===== config.mk =====
export PLATFORM = sky130hd
export DESIGN_NAME = ppc_programmer
export DESIGN_NICKNAME = d
export VERILOG_FILES = /design/src/hw/ppc_pkg.sv /design/src/hw/ppc_programmer.sv
export SDC_FILE = /design/constraint.sdc
export NUM_CORES = 1
export LEC_CHECK = 0
export CORE_UTILIZATION = 39
export CTS_BUF_LIST = sky130_fd_sc_hd__clkbuf_4
export DETAILED_ROUTE_END_ITERATION = 8
export DONT_BUFFER_PORTS = 1
export GPL_TIMING_DRIVEN = 0
export PLACE_DENSITY = 0.65
export SYNTH_ARGS = -nofsm -noshare
export SYNTH_HDL_FRONTEND = slang
export SYNTH_SLANG_ARGS = --single-unit
export TNS_END_PERCENT = 50

===== constraint.sdc =====
create_clock -name clk -period 3.2 [get_ports clk]
set_input_delay 0.96 -clock clk [delete_from_list [all_inputs] [get_ports clk]]
set_output_delay 0.96 -clock clk [all_outputs]
set_load 0.02 [all_outputs]

===== src/hw/ppc_pkg.sv =====
// Package: constants and types of the pin configuration and cap programmer
package ppc_pkg;

  // ----------------------------------------------------------------
  // Emulation configuration register layout
  // ----------------------------------------------------------------
  localparam int          EMU_EN_BIT   = 7;
  localparam int          EMU_CFG_HI   = 6;
  localparam int          EMU_CFG_LO   = 0;
  localparam logic [7:0]  EMU_CFG_RST  = 8'h00;

  // ----------------------------------------------------------------
  // Capacitor field of the first configuration register
  // ----------------------------------------------------------------
  localparam int          CAP_W        = 5;
  localparam int          CAPREG_HI    = 4;
  localparam int          CAPREG_LO    = 0;
  localparam logic [4:0]  CAPREG_RST   = 5'h00;
  localparam logic [4:0]  CAP_ZERO     = 5'h00;
  localparam int          PULSE_MIN    = 1;
  localparam int          PULSE_MAX    = 32;

  // ----------------------------------------------------------------
  // Output power attenuation, dB below maximum
  // ----------------------------------------------------------------
  localparam logic [3:0]  ATTEN_00     = 4'h0;
  localparam logic [3:0]  ATTEN_01     = 4'h3;
  localparam logic [3:0]  ATTEN_10     = 4'h6;
  localparam logic [3:0]  ATTEN_11     = 4'hA;

  // ----------------------------------------------------------------
  // FSK deviation, kHz either side of the carrier
  // ----------------------------------------------------------------
  localparam logic [5:0]  DEV_LOW_KHZ  = 6'h10;
  localparam logic [5:0]  DEV_HIGH_KHZ = 6'h32;

  // ----------------------------------------------------------------
  // Divide ratios, scaled by 100000
  // ----------------------------------------------------------------
  localparam logic [23:0] DIV_SERIAL   = 24'h000000;
  localparam logic [23:0] DIV_001      = 24'h1E0A6E; // 19.68750
  localparam logic [23:0] DIV_010      = 24'h295A6D; // 27.10125
  localparam logic [23:0] DIV_011      = 24'h25317C; // 24.37500
  localparam logic [23:0] DIV_100      = 24'h27DD14; // 26.12500
  localparam logic [23:0] DIV_101      = 24'h237A08; // 23.25000
  localparam logic [23:0] DIV_110      = 24'h20E6DA; // 21.56250
  localparam logic [23:0] DIV_111      = 24'h2961C0; // 27.12000

  // ----------------------------------------------------------------
  // Types
  // ----------------------------------------------------------------
  // Same bit order as emulation register bits 6:0
  typedef struct packed {
    logic       modFsk;
    logic [1:0] pwr;
    logic       devHigh;
    logic [2:0] freq;
  } ppc_cfg_t;

  typedef enum {PROG_IDLE, PROG_COUNT} ppc_prog_t;

endpackage


===== src/hw/ppc_programmer.sv =====
// Module: pin / emulation configuration decode and PA cap pulse programmer
`timescale 1ns/1ps

// How it works
// Power pins pick 0, 3, 6, 10 dB
// Deviation pin low 16 kHz, high 50 kHz
// Controller: enable low, code set, 1-32 pulses
// First pulse clears counter, latches frequency code
// Later pulses increment; code equals pulses minus one
// Enable rise commits count with latched code
// Cap applied only on matching code, else zero
// Controller programs the capacitor once only; the module accepts repeats, each new sequence overwriting the stored pair
// Controller holds frequency pins low for emulation
// Register bit 7 enables emulation, replaces pins
// Register bit 6 selects modulation
// Register bits 5:4 select output power
// Register bit 3 selects deviation
// Register bits 2:0 supply frequency code
// Pulse programming also works in emulation
// Software may write capacitor field directly
// In emulation, nonzero register capacitor overrides counted value
// Any frequency pin high means manual mode
// Modulation input low ASK, high FSK
// Nonzero code picks fixed divide ratio
// Counter saturates; stored value persists
module ppc_programmer #(
  parameter int MAX_PULSES = ppc_pkg::PULSE_MAX
) (
  input  wire logic             clk,
  input  wire logic             rst,
  input  wire logic             modulation_select_pin,
  input  wire logic             power_select_hi_pin,
  input  wire logic             power_select_lo_pin,
  input  wire logic             deviation_select_pin,
  input  wire logic             freq_code_bit0_pin,
  input  wire logic             freq_code_bit1_pin,
  input  wire logic             freq_code_bit2_pin,
  input  wire logic             enablePin,
  input  wire logic             dataPin,
  input  wire logic             emuCfgWrEn,
  input  wire logic [7:0]       emuCfgWrData,
  input  wire logic             capRegWrEn,
  input  wire logic [4:0]       capRegWrData,
  output logic      [7:0]       emuCfgRd,
  output logic      [4:0]       capRegRd,
  output logic                  manualMode,
  output logic                  emuMode,
  output logic                  serialMode,
  output ppc_pkg::ppc_cfg_t     txCfg,
  output logic      [3:0]       attenDb,
  output logic      [5:0]       devKhz,
  output logic      [23:0]      divRatio,
  output logic      [4:0]       paCap,
  output logic      [4:0]       capStored,
  output logic      [2:0]       capFreq,
  output logic                  capValid
);

  // ----------------------------------------------------------------
  // Elaboration check
  // ----------------------------------------------------------------
  // Counter is five bits wide; more pulses than that cannot be held
  if (MAX_PULSES < 2 || MAX_PULSES > ppc_pkg::PULSE_MAX) begin : g_bad
    $error("MAX_PULSES must lie in 2..32");
  end

  localparam logic [4:0] CNT_TOP = 5'(MAX_PULSES - 1);

  // ----------------------------------------------------------------
  // Decode functions
  // ----------------------------------------------------------------
  function automatic logic [3:0] attenOf(input logic [1:0] pwr);
    case (pwr)
      2'h0:    attenOf = ppc_pkg::ATTEN_00;
      2'h1:    attenOf = ppc_pkg::ATTEN_01;
      2'h2:    attenOf = ppc_pkg::ATTEN_10;
      default: attenOf = ppc_pkg::ATTEN_11;
    endcase
  endfunction

  function automatic logic [23:0] divOf(input logic [2:0] freq);
    case (freq)
      3'h1:    divOf = ppc_pkg::DIV_001;
      3'h2:    divOf = ppc_pkg::DIV_010;
      3'h3:    divOf = ppc_pkg::DIV_011;
      3'h4:    divOf = ppc_pkg::DIV_100;
      3'h5:    divOf = ppc_pkg::DIV_101;
      3'h6:    divOf = ppc_pkg::DIV_110;
      3'h7:    divOf = ppc_pkg::DIV_111;
      default: divOf = ppc_pkg::DIV_SERIAL;
    endcase
  endfunction

  // ----------------------------------------------------------------
  // State
  // ----------------------------------------------------------------
  logic [7:0]          emuCfg_q;
  logic [4:0]          capReg_q;
  logic                dataPrev_q;
  logic                enPrev_q;
  ppc_pkg::ppc_prog_t  prog_q;
  ppc_pkg::ppc_prog_t  prog_d;
  logic [4:0]          pulseCnt_q;
  logic [4:0]          pulseCnt_d;
  logic [2:0]          latchFreq_q;
  logic [2:0]          latchFreq_d;
  logic [4:0]          capStored_q;
  logic [2:0]          capFreq_q;
  logic                capValid_q;
  logic                manual_q;
  logic                emu_q;
  logic                serial_q;
  ppc_pkg::ppc_cfg_t   txCfg_q;
  logic [3:0]          atten_q;
  logic [5:0]          dev_q;
  logic [23:0]         div_q;
  logic [4:0]          paCap_q;

  // ----------------------------------------------------------------
  // Mode and configuration selection
  // ----------------------------------------------------------------
  ppc_pkg::ppc_cfg_t pinCfg;
  ppc_pkg::ppc_cfg_t regCfg;
  ppc_pkg::ppc_cfg_t effCfg;
  wire logic [2:0] pinFreq = {freq_code_bit2_pin, freq_code_bit1_pin,
                              freq_code_bit0_pin};
  wire logic manualNow = |pinFreq;
  // Emulation needs the frequency pins all low                 // R09
  wire logic emuNow = !manualNow && emuCfg_q[ppc_pkg::EMU_EN_BIT];

  assign pinCfg = '{modFsk:  modulation_select_pin,
                    pwr:     {power_select_hi_pin, power_select_lo_pin},
                    devHigh: deviation_select_pin,
                    freq:    pinFreq};
  // Register bits 6:0 map field for field onto the pins  // R11 R12 R13 R14
  assign regCfg = ppc_pkg::ppc_cfg_t'(
                    emuCfg_q[ppc_pkg::EMU_CFG_HI:ppc_pkg::EMU_CFG_LO]);
  // Plain serial mode leaves the pin-style settings at zero
  assign effCfg = manualNow ? pinCfg :
                  emuNow    ? regCfg : '0;

  // ----------------------------------------------------------------
  // Pulse programming sequence
  // ----------------------------------------------------------------
  wire logic dataRise = dataPin && !dataPrev_q;
  wire logic enRise   = enablePin && !enPrev_q;
  // Pulses count only with enable low, manual or emulation   // R03 R15
  wire logic progArm  = (manualNow || emuNow) && !enablePin;
  wire logic cntSat   = (pulseCnt_q == CNT_TOP);

  always_comb begin
    prog_d      = prog_q;
    pulseCnt_d  = pulseCnt_q;
    latchFreq_d = latchFreq_q;
    case (prog_q)
      ppc_pkg::PROG_IDLE: begin
        if (progArm && dataRise) begin
          pulseCnt_d  = ppc_pkg::CAP_ZERO;
          latchFreq_d = effCfg.freq;
          prog_d      = ppc_pkg::PROG_COUNT;
        end
      end
      ppc_pkg::PROG_COUNT: begin
        if (enRise) begin
          prog_d = ppc_pkg::PROG_IDLE;
        end else if (progArm && dataRise && !cntSat) begin
          pulseCnt_d = pulseCnt_q + 5'h01;
        end
      end
      default: prog_d = ppc_pkg::PROG_IDLE;
    endcase
  end

  wire logic commit = (prog_q == ppc_pkg::PROG_COUNT) && enRise;

  // ----------------------------------------------------------------
  // Capacitor applied to the PA
  // ----------------------------------------------------------------
  wire logic regCapOn = emuNow && (capReg_q != ppc_pkg::CAP_ZERO);
  wire logic freqHit  = capValid_q && (effCfg.freq == capFreq_q)
                        && (effCfg.freq != 3'h0);
  wire logic [4:0] paCapNext = regCapOn ? capReg_q :
                               freqHit  ? capStored_q :
                               ppc_pkg::CAP_ZERO;

  // ----------------------------------------------------------------
  // Registers
  // ----------------------------------------------------------------
  always_ff @(posedge clk or posedge rst) begin
    if (rst) begin
      emuCfg_q   <= ppc_pkg::EMU_CFG_RST;
      capReg_q   <= ppc_pkg::CAPREG_RST;
      dataPrev_q <= 1'b0;
      enPrev_q   <= 1'b0;
    end else begin
      if (emuCfgWrEn) emuCfg_q <= emuCfgWrData;
      if (capRegWrEn) capReg_q <= capRegWrData;
      dataPrev_q <= dataPin;
      enPrev_q   <= enablePin;
    end
  end

  // Held until the next sequence; rst stands for power loss   // R21
  always_ff @(posedge clk or posedge rst) begin
    if (rst) begin
      prog_q      <= ppc_pkg::PROG_IDLE;
      pulseCnt_q  <= ppc_pkg::CAP_ZERO;
      latchFreq_q <= 3'h0;
      capStored_q <= ppc_pkg::CAP_ZERO;
      capFreq_q   <= 3'h0;
      capValid_q  <= 1'b0;
    end else begin
      prog_q      <= prog_d;
      pulseCnt_q  <= pulseCnt_d;
      latchFreq_q <= latchFreq_d;
      // A repeated sequence simply overwrites the stored pair  // R08
      if (commit) begin
        capStored_q <= pulseCnt_q;
        capFreq_q   <= latchFreq_q;
        capValid_q  <= 1'b1;
      end
    end
  end

  always_ff @(posedge clk or posedge rst) begin
    if (rst) begin
      manual_q <= 1'b0;
      emu_q    <= 1'b0;
      serial_q <= 1'b1;
      txCfg_q  <= '0;
      atten_q  <= ppc_pkg::ATTEN_00;
      dev_q    <= ppc_pkg::DEV_LOW_KHZ;
      div_q    <= ppc_pkg::DIV_SERIAL;
      paCap_q  <= ppc_pkg::CAP_ZERO;
    end else begin
      manual_q <= manualNow;
      emu_q    <= emuNow;
      serial_q <= !manualNow;
      txCfg_q  <= effCfg;
      atten_q  <= attenOf(effCfg.pwr);
      dev_q    <= effCfg.devHigh ? ppc_pkg::DEV_HIGH_KHZ
                                 : ppc_pkg::DEV_LOW_KHZ;
      div_q    <= divOf(effCfg.freq);
      paCap_q  <= paCapNext;
    end
  end

  assign emuCfgRd   = emuCfg_q;
  assign capRegRd   = capReg_q;
  assign manualMode = manual_q;
  assign emuMode    = emu_q;
  assign serialMode = serial_q;
  assign txCfg      = txCfg_q;
  assign attenDb    = atten_q;
  assign devKhz     = dev_q;
  assign divRatio   = div_q;
  assign paCap      = paCap_q;
  assign capStored  = capStored_q;
  assign capFreq    = capFreq_q;
  assign capValid   = capValid_q;
endmodule


Word-level counts from Yosys, hierarchy flattened
Cells that the tools add are included.

operators by class
  div/mod/pow operators = 0
  multipliers = 0
  add/sub/neg operators = 1
  bitwise gates (word level) = 0
  shift-type cells = 0
  reductions and logical operators = 25
  magnitude comparators = 0
  muxes and demuxes = 14
  eq/ne operators = 17

operators with widths
  kind                   count
  $pmux W22 S7           1
  $mux W32               2
  $pmux W32 S2           1
  $eq A32 B1 Y1 const B  1
  $eq A32 B2 Y1 const B  1
  $logic_not A32 Y1      1
  $mux W5                5
  $mux W7                2
  $eq A3 B3 Y1 const B   4
  $pmux W4 S3            1
  $logic_and A1 B1 Y1    10
  $pmux W5 S2            1
  $ne A2 B2 Y1 const B   4
  $eq A3 B2 Y1 const B   2
  $mux W6                1
  $add A5 B1 Y5 const B  1
  $eq A5 B5 Y1 const B   1
  $logic_not A1 Y1       5
  $reduce_bool A5 Y1     1
  $reduce_and A2 Y1      2
  $reduce_and A4 Y1      1
  $eq A3 B1 Y1 const B   1
  $eq A3 B3 Y1           1
  $reduce_bool A3 Y1     1
  other kinds (6)        6

storage, ports and cells
  latch bits = 0
  register bits after elaboration = 113
  output and inout port bits = 71
  memories kept = 0
  logic and storage cells = 78
  input bits = 26
  RAM bits = 0
  bits in read-only memories = 0

Logic depth before layout (Yosys ltp)
  depth after elaboration = 10
  depth in mapped cells = 7
  mapped depth without buffers = 7

Worst setup path after synthesis
No wires, ideal clock.

  path type = in2reg
  from = input port freq_code_bit0_pin
  to = register pulseCnt_q[3]
  stages = 5
  slack = 992 ps
  arrival = 2064 ps
  library setup time = 144 ps
  buffers on the path = 0
  data required time = 3056 ps
  path through = nor4_1 -> a2111oi_4 -> nand4_1 -> xor2_1 -> nor2_1

between the ends
  word-level cells in the longest chain between the ends = 9
  elaborated cells between the ends (all ways) = 10
  classes of those cells = 2 x eq/ne; 8 x reduce/logical

ends and longest elaborated chain
  item                             line                                          source
  from (decl)                      ppc_programmer.sv:35                          input wire logic freq_code_bit0_pin,
  $reduce_or A3 Y1 (*)             ppc_programmer.sv:127                         wire logic manualNow = |pinFreq;
  $logic_not A1 Y1                 ppc_programmer.sv:129                         wire logic emuNow = !manualNow && emuCfg_q[ppc_pkg::EMU_EN_BIT];
  $logic_and A1 B1 Y1              ppc_programmer.sv:129
  $logic_or A1 B1 Y1 (*)           ppc_programmer.sv:148                         wire logic progArm = (manualNow || emuNow) && !enablePin;
  $logic_and A1 B1 Y1 (*)          ppc_programmer.sv:148
  $logic_and A1 B1 Y1 (*)          ppc_programmer.sv:157, ppc_programmer.sv:166
  $logic_and A1 B1 Y1              ppc_programmer.sv:166                         end else if (progArm && dataRise && !cntSat) begin
  $ne A2 B2 Y1 (no line)           n/a
  $reduce_and A4 Y1 (no line) (*)  n/a
  to (signal assigned)             ppc_programmer.sv:207                         pulseCnt_q <= ppc_pkg::CAP_ZERO;
  to (signal assigned)             ppc_programmer.sv:214                         pulseCnt_q <= pulseCnt_d;
  to (decl)                        ppc_programmer.sv:103                         logic [4:0] pulseCnt_q;

Mark *: on every way between the ends. The rest lies on a longest branch, timed or not.
A chain may end at the register's enable or synchronous reset.

Final worst setup path
Ends and elaborated chain as after synthesis.

==> metrics <==
area grow syn2layout 12.2%; Worst slew margin 31.7%; register share of total power 55.7%; core area 6830 sq um; DR vias/cell 4.78; area post-placement 2900 sq um; IO Port Bufs 0; Rows 30; total power 2.33 mW; Layout Nets 250; Final Cell Area 3100 sq um; initial antenna violation count 0; postcts setup bufs 0; CP Launch Type primary input; antenna-violating nets left 0; status finished, final reports clean; remaining global-route overflow 0; largest net degree at the start of global routing 74; Clk network pwr share 33.4%; cts repair resizes 0; RSZ-0062 raised after global routing false; worst path arrival time 2.37 ns; PwrDens 752 nW/um^2; area leader, netlist dfrtp_1; final setup vio count 0; Post-synth top flop dfrtp_1; YS warnings 0; hold_sp latchFreq_q[0]; global-route wire length before repair 8200 um; distinct cell type count after synthesis 44; WHS Endpoint capFreq[0]; Max Clock Freq 477 MHz; vias in the first global route 1550; post-route setup slack 1.10 ns; switch share 29.4%; asr flop ratio synth 100%; hold-fix buffers at CTS 0; worst reg2reg endpoint paCap[2]; Ant. Diodes 0; largest cells by area after synthesis dfrtp_1 65%, mux2_2 7.7%, buf_4 2.7%, a22o_1 2.2%, nor2_1 1.9%; DRT Pass-1 Iters 4; insertion delay to the later sink of the worst-skew pair 0.40 ns; Die H 86.2 um; cells after synthesis 207; CP Class primary input to flip-flop; Max clock buf depth 2; share of cells above drive strength 1 23.3%; Die Width 86.2 um; minimum clock period 2.10 ns; DRC 0; initial drt markers 55; Hold Vio Cnt, Final 0; Placement Setup Slack 0.695 ns; Clock transition at path regs 0.11 ns; Switch Pwr 0.687 mW; CTS tree yes; Slew Limit Fails 0; vias post-DR 1543; H-tree levels 3; Worst Path Max Fanout 8; Lkg Pwr 1.40 nW; IO Pins 97; CP required 3.47 ns; crit share post-route 65.6%; internal cell power 1.65 mW; gpl congestion 0.746; Clock Sinks 73; Synth Cell Area 2770 sq um; drt wl/cell 16.0 um; Reg2Reg Depth 5; Worst Skew 0.0137 ns; root buffer cell clkbuf_4; fill cell count 633; Post-synth EDFFs 0; HP Class flip-flop to flip-flop; sequential-to-total area share from yosys stat 66.1%; worst hold stages 1; FF+latch count, synth 73; CTS buffer count 9; MaxCap Viol Count 0; Mean Syn Cell Area 13.4 sq um; Comb pwr share 10.9%; die area 7430 sq um; Multi-input gate area 820 sq um; CP Capture Type flip-flop; r2r startpoint emuCfgRd[0]; reg2reg setup slack 1.10 ns; gr usage total 14.9%; DP HPWL 3630 um; share of the synthesized area in the top cell type 65.1%; Slew @ Worst Pin 1.02 ns; final WL 5160 um; FF/Latch Area 1830 sq um; Peak VDD IR 0.233 mV; Starting Density 40.5%
worst max-delay path by stage:
stage,end,slack [ns],startpoint,depth (start not counted)
final,pulseCnt_q[3],1.10,freq_code_bit0_pin,5
after global routing,divRatio[19],0.92,emuCfgRd[7],6
after CTS,paCap[2],1.05,emuCfgRd[0],5
after detailed placement,pulseCnt_q[3],0.70,freq_code_bit0_pin,5
after global placement,pulseCnt_q[2],-0.29,rst,1
after floorplan,attenDb[0],0.39,rst,1
logic make-up after synthesis:
group | synth area share [%]
xor+xnor | 1.90
flops | 66.1
compound gates | 8.64
buf+inv | 4.84
mux | 8.10
fa+ha+maj | 0.904
simple gates | 9.27
other cells | 0.271
worst max-delay path, stage by stage:
cell	delay [ns]
nor4_1	0.85
a2111oi_4	0.18
nand4_1	0.17
xor2_1	0.16
nor2_1	0.05
cells in the mapped netlist (4+ instances only):
library cell,n
xnor2_1,4
o21ai_0,9
nand2_1,8
mux2_2,19
a21oi_1,5
clkbuf_1,4
a22o_1,7
nor2_1,14
inv_1,8
dfrtp_1,72
buf_4,10
flip-flops by register name (all words and copies together), names as in the netlist:
name and count:
prog_q 1, capValid 1, paCap 5, emuCfgRd 8
dataPrev_q 1, txCfg 6, serialMode 1, manualMode 1
capRegRd 5, divRatio 21, capStored 5, enPrev_q 1
capFreq 3, devKhz 1, emuMode 1, latchFreq_q 3
pulseCnt_q 5, attenDb 4
cells in the final DEF (no fill, tap or decap), drive strengths merged, types with 4 or more instances in the layout:
cell type	netlist	routed
o21ai	10	10
dfrtp	72	72
bufinv	0	4
xnor2	4	4
nor2	14	14
nand2	8	8
buf	11	11
a22o	7	7
clkbuf	4	13
a21oi	5	5
conb	2	6
mux2	19	19
inv	8	8
clkinv	2	5
per-layer routing:
metal | track usage (%) | vias to the layer above | routed length (um)
li1 | - | 725 | -
met1 | 18.1 | 755 | 2210
met2 | 22.9 | 58 | 2420
met3 | 7.71 | 5 | 463
met4 | 5.00 | 0 | 60
met5 | 0 | - | 0
through the flow:
stage | hold WS, ns | utilization (%) | TNS (ns) | cells
2_1_floorplan | 0.481 | - | 0 | 211
3_3_place_gp | 0.488 | 42.5 | -20.67 | 307
3_5_place_dp | 0.495 | 42.5 | 0 | 307
4_1_cts | 0.523 | 45.4 | 0 | 323
5_1_grt | 0.528 | 45.4 | 0 | 323
6_report | 0.520 | 45.4 | 0 | 323
power groups by stage:
stage          logic [mW]  clock network [mW]  registers (mW)
2_1_floorplan       0.221                   0            1.28
3_3_place_gp        0.250                   0            1.32
3_5_place_dp        0.259                   0            1.32
4_1_cts             0.259               0.802            1.31
5_1_grt             0.287               0.849            1.32
6_report            0.253               0.780            1.30
cell type report:
type	instances	area share, %
Buffer	15	3.06
Clock buffer	9	2.18
Clock inverter	7	4.27
Inverter	10	1.33
Multi-Input combinational cell	113	26.4
Sequential cell	73	58.9
Tap cell	96	3.87
(Power assumes the default switching activity.)
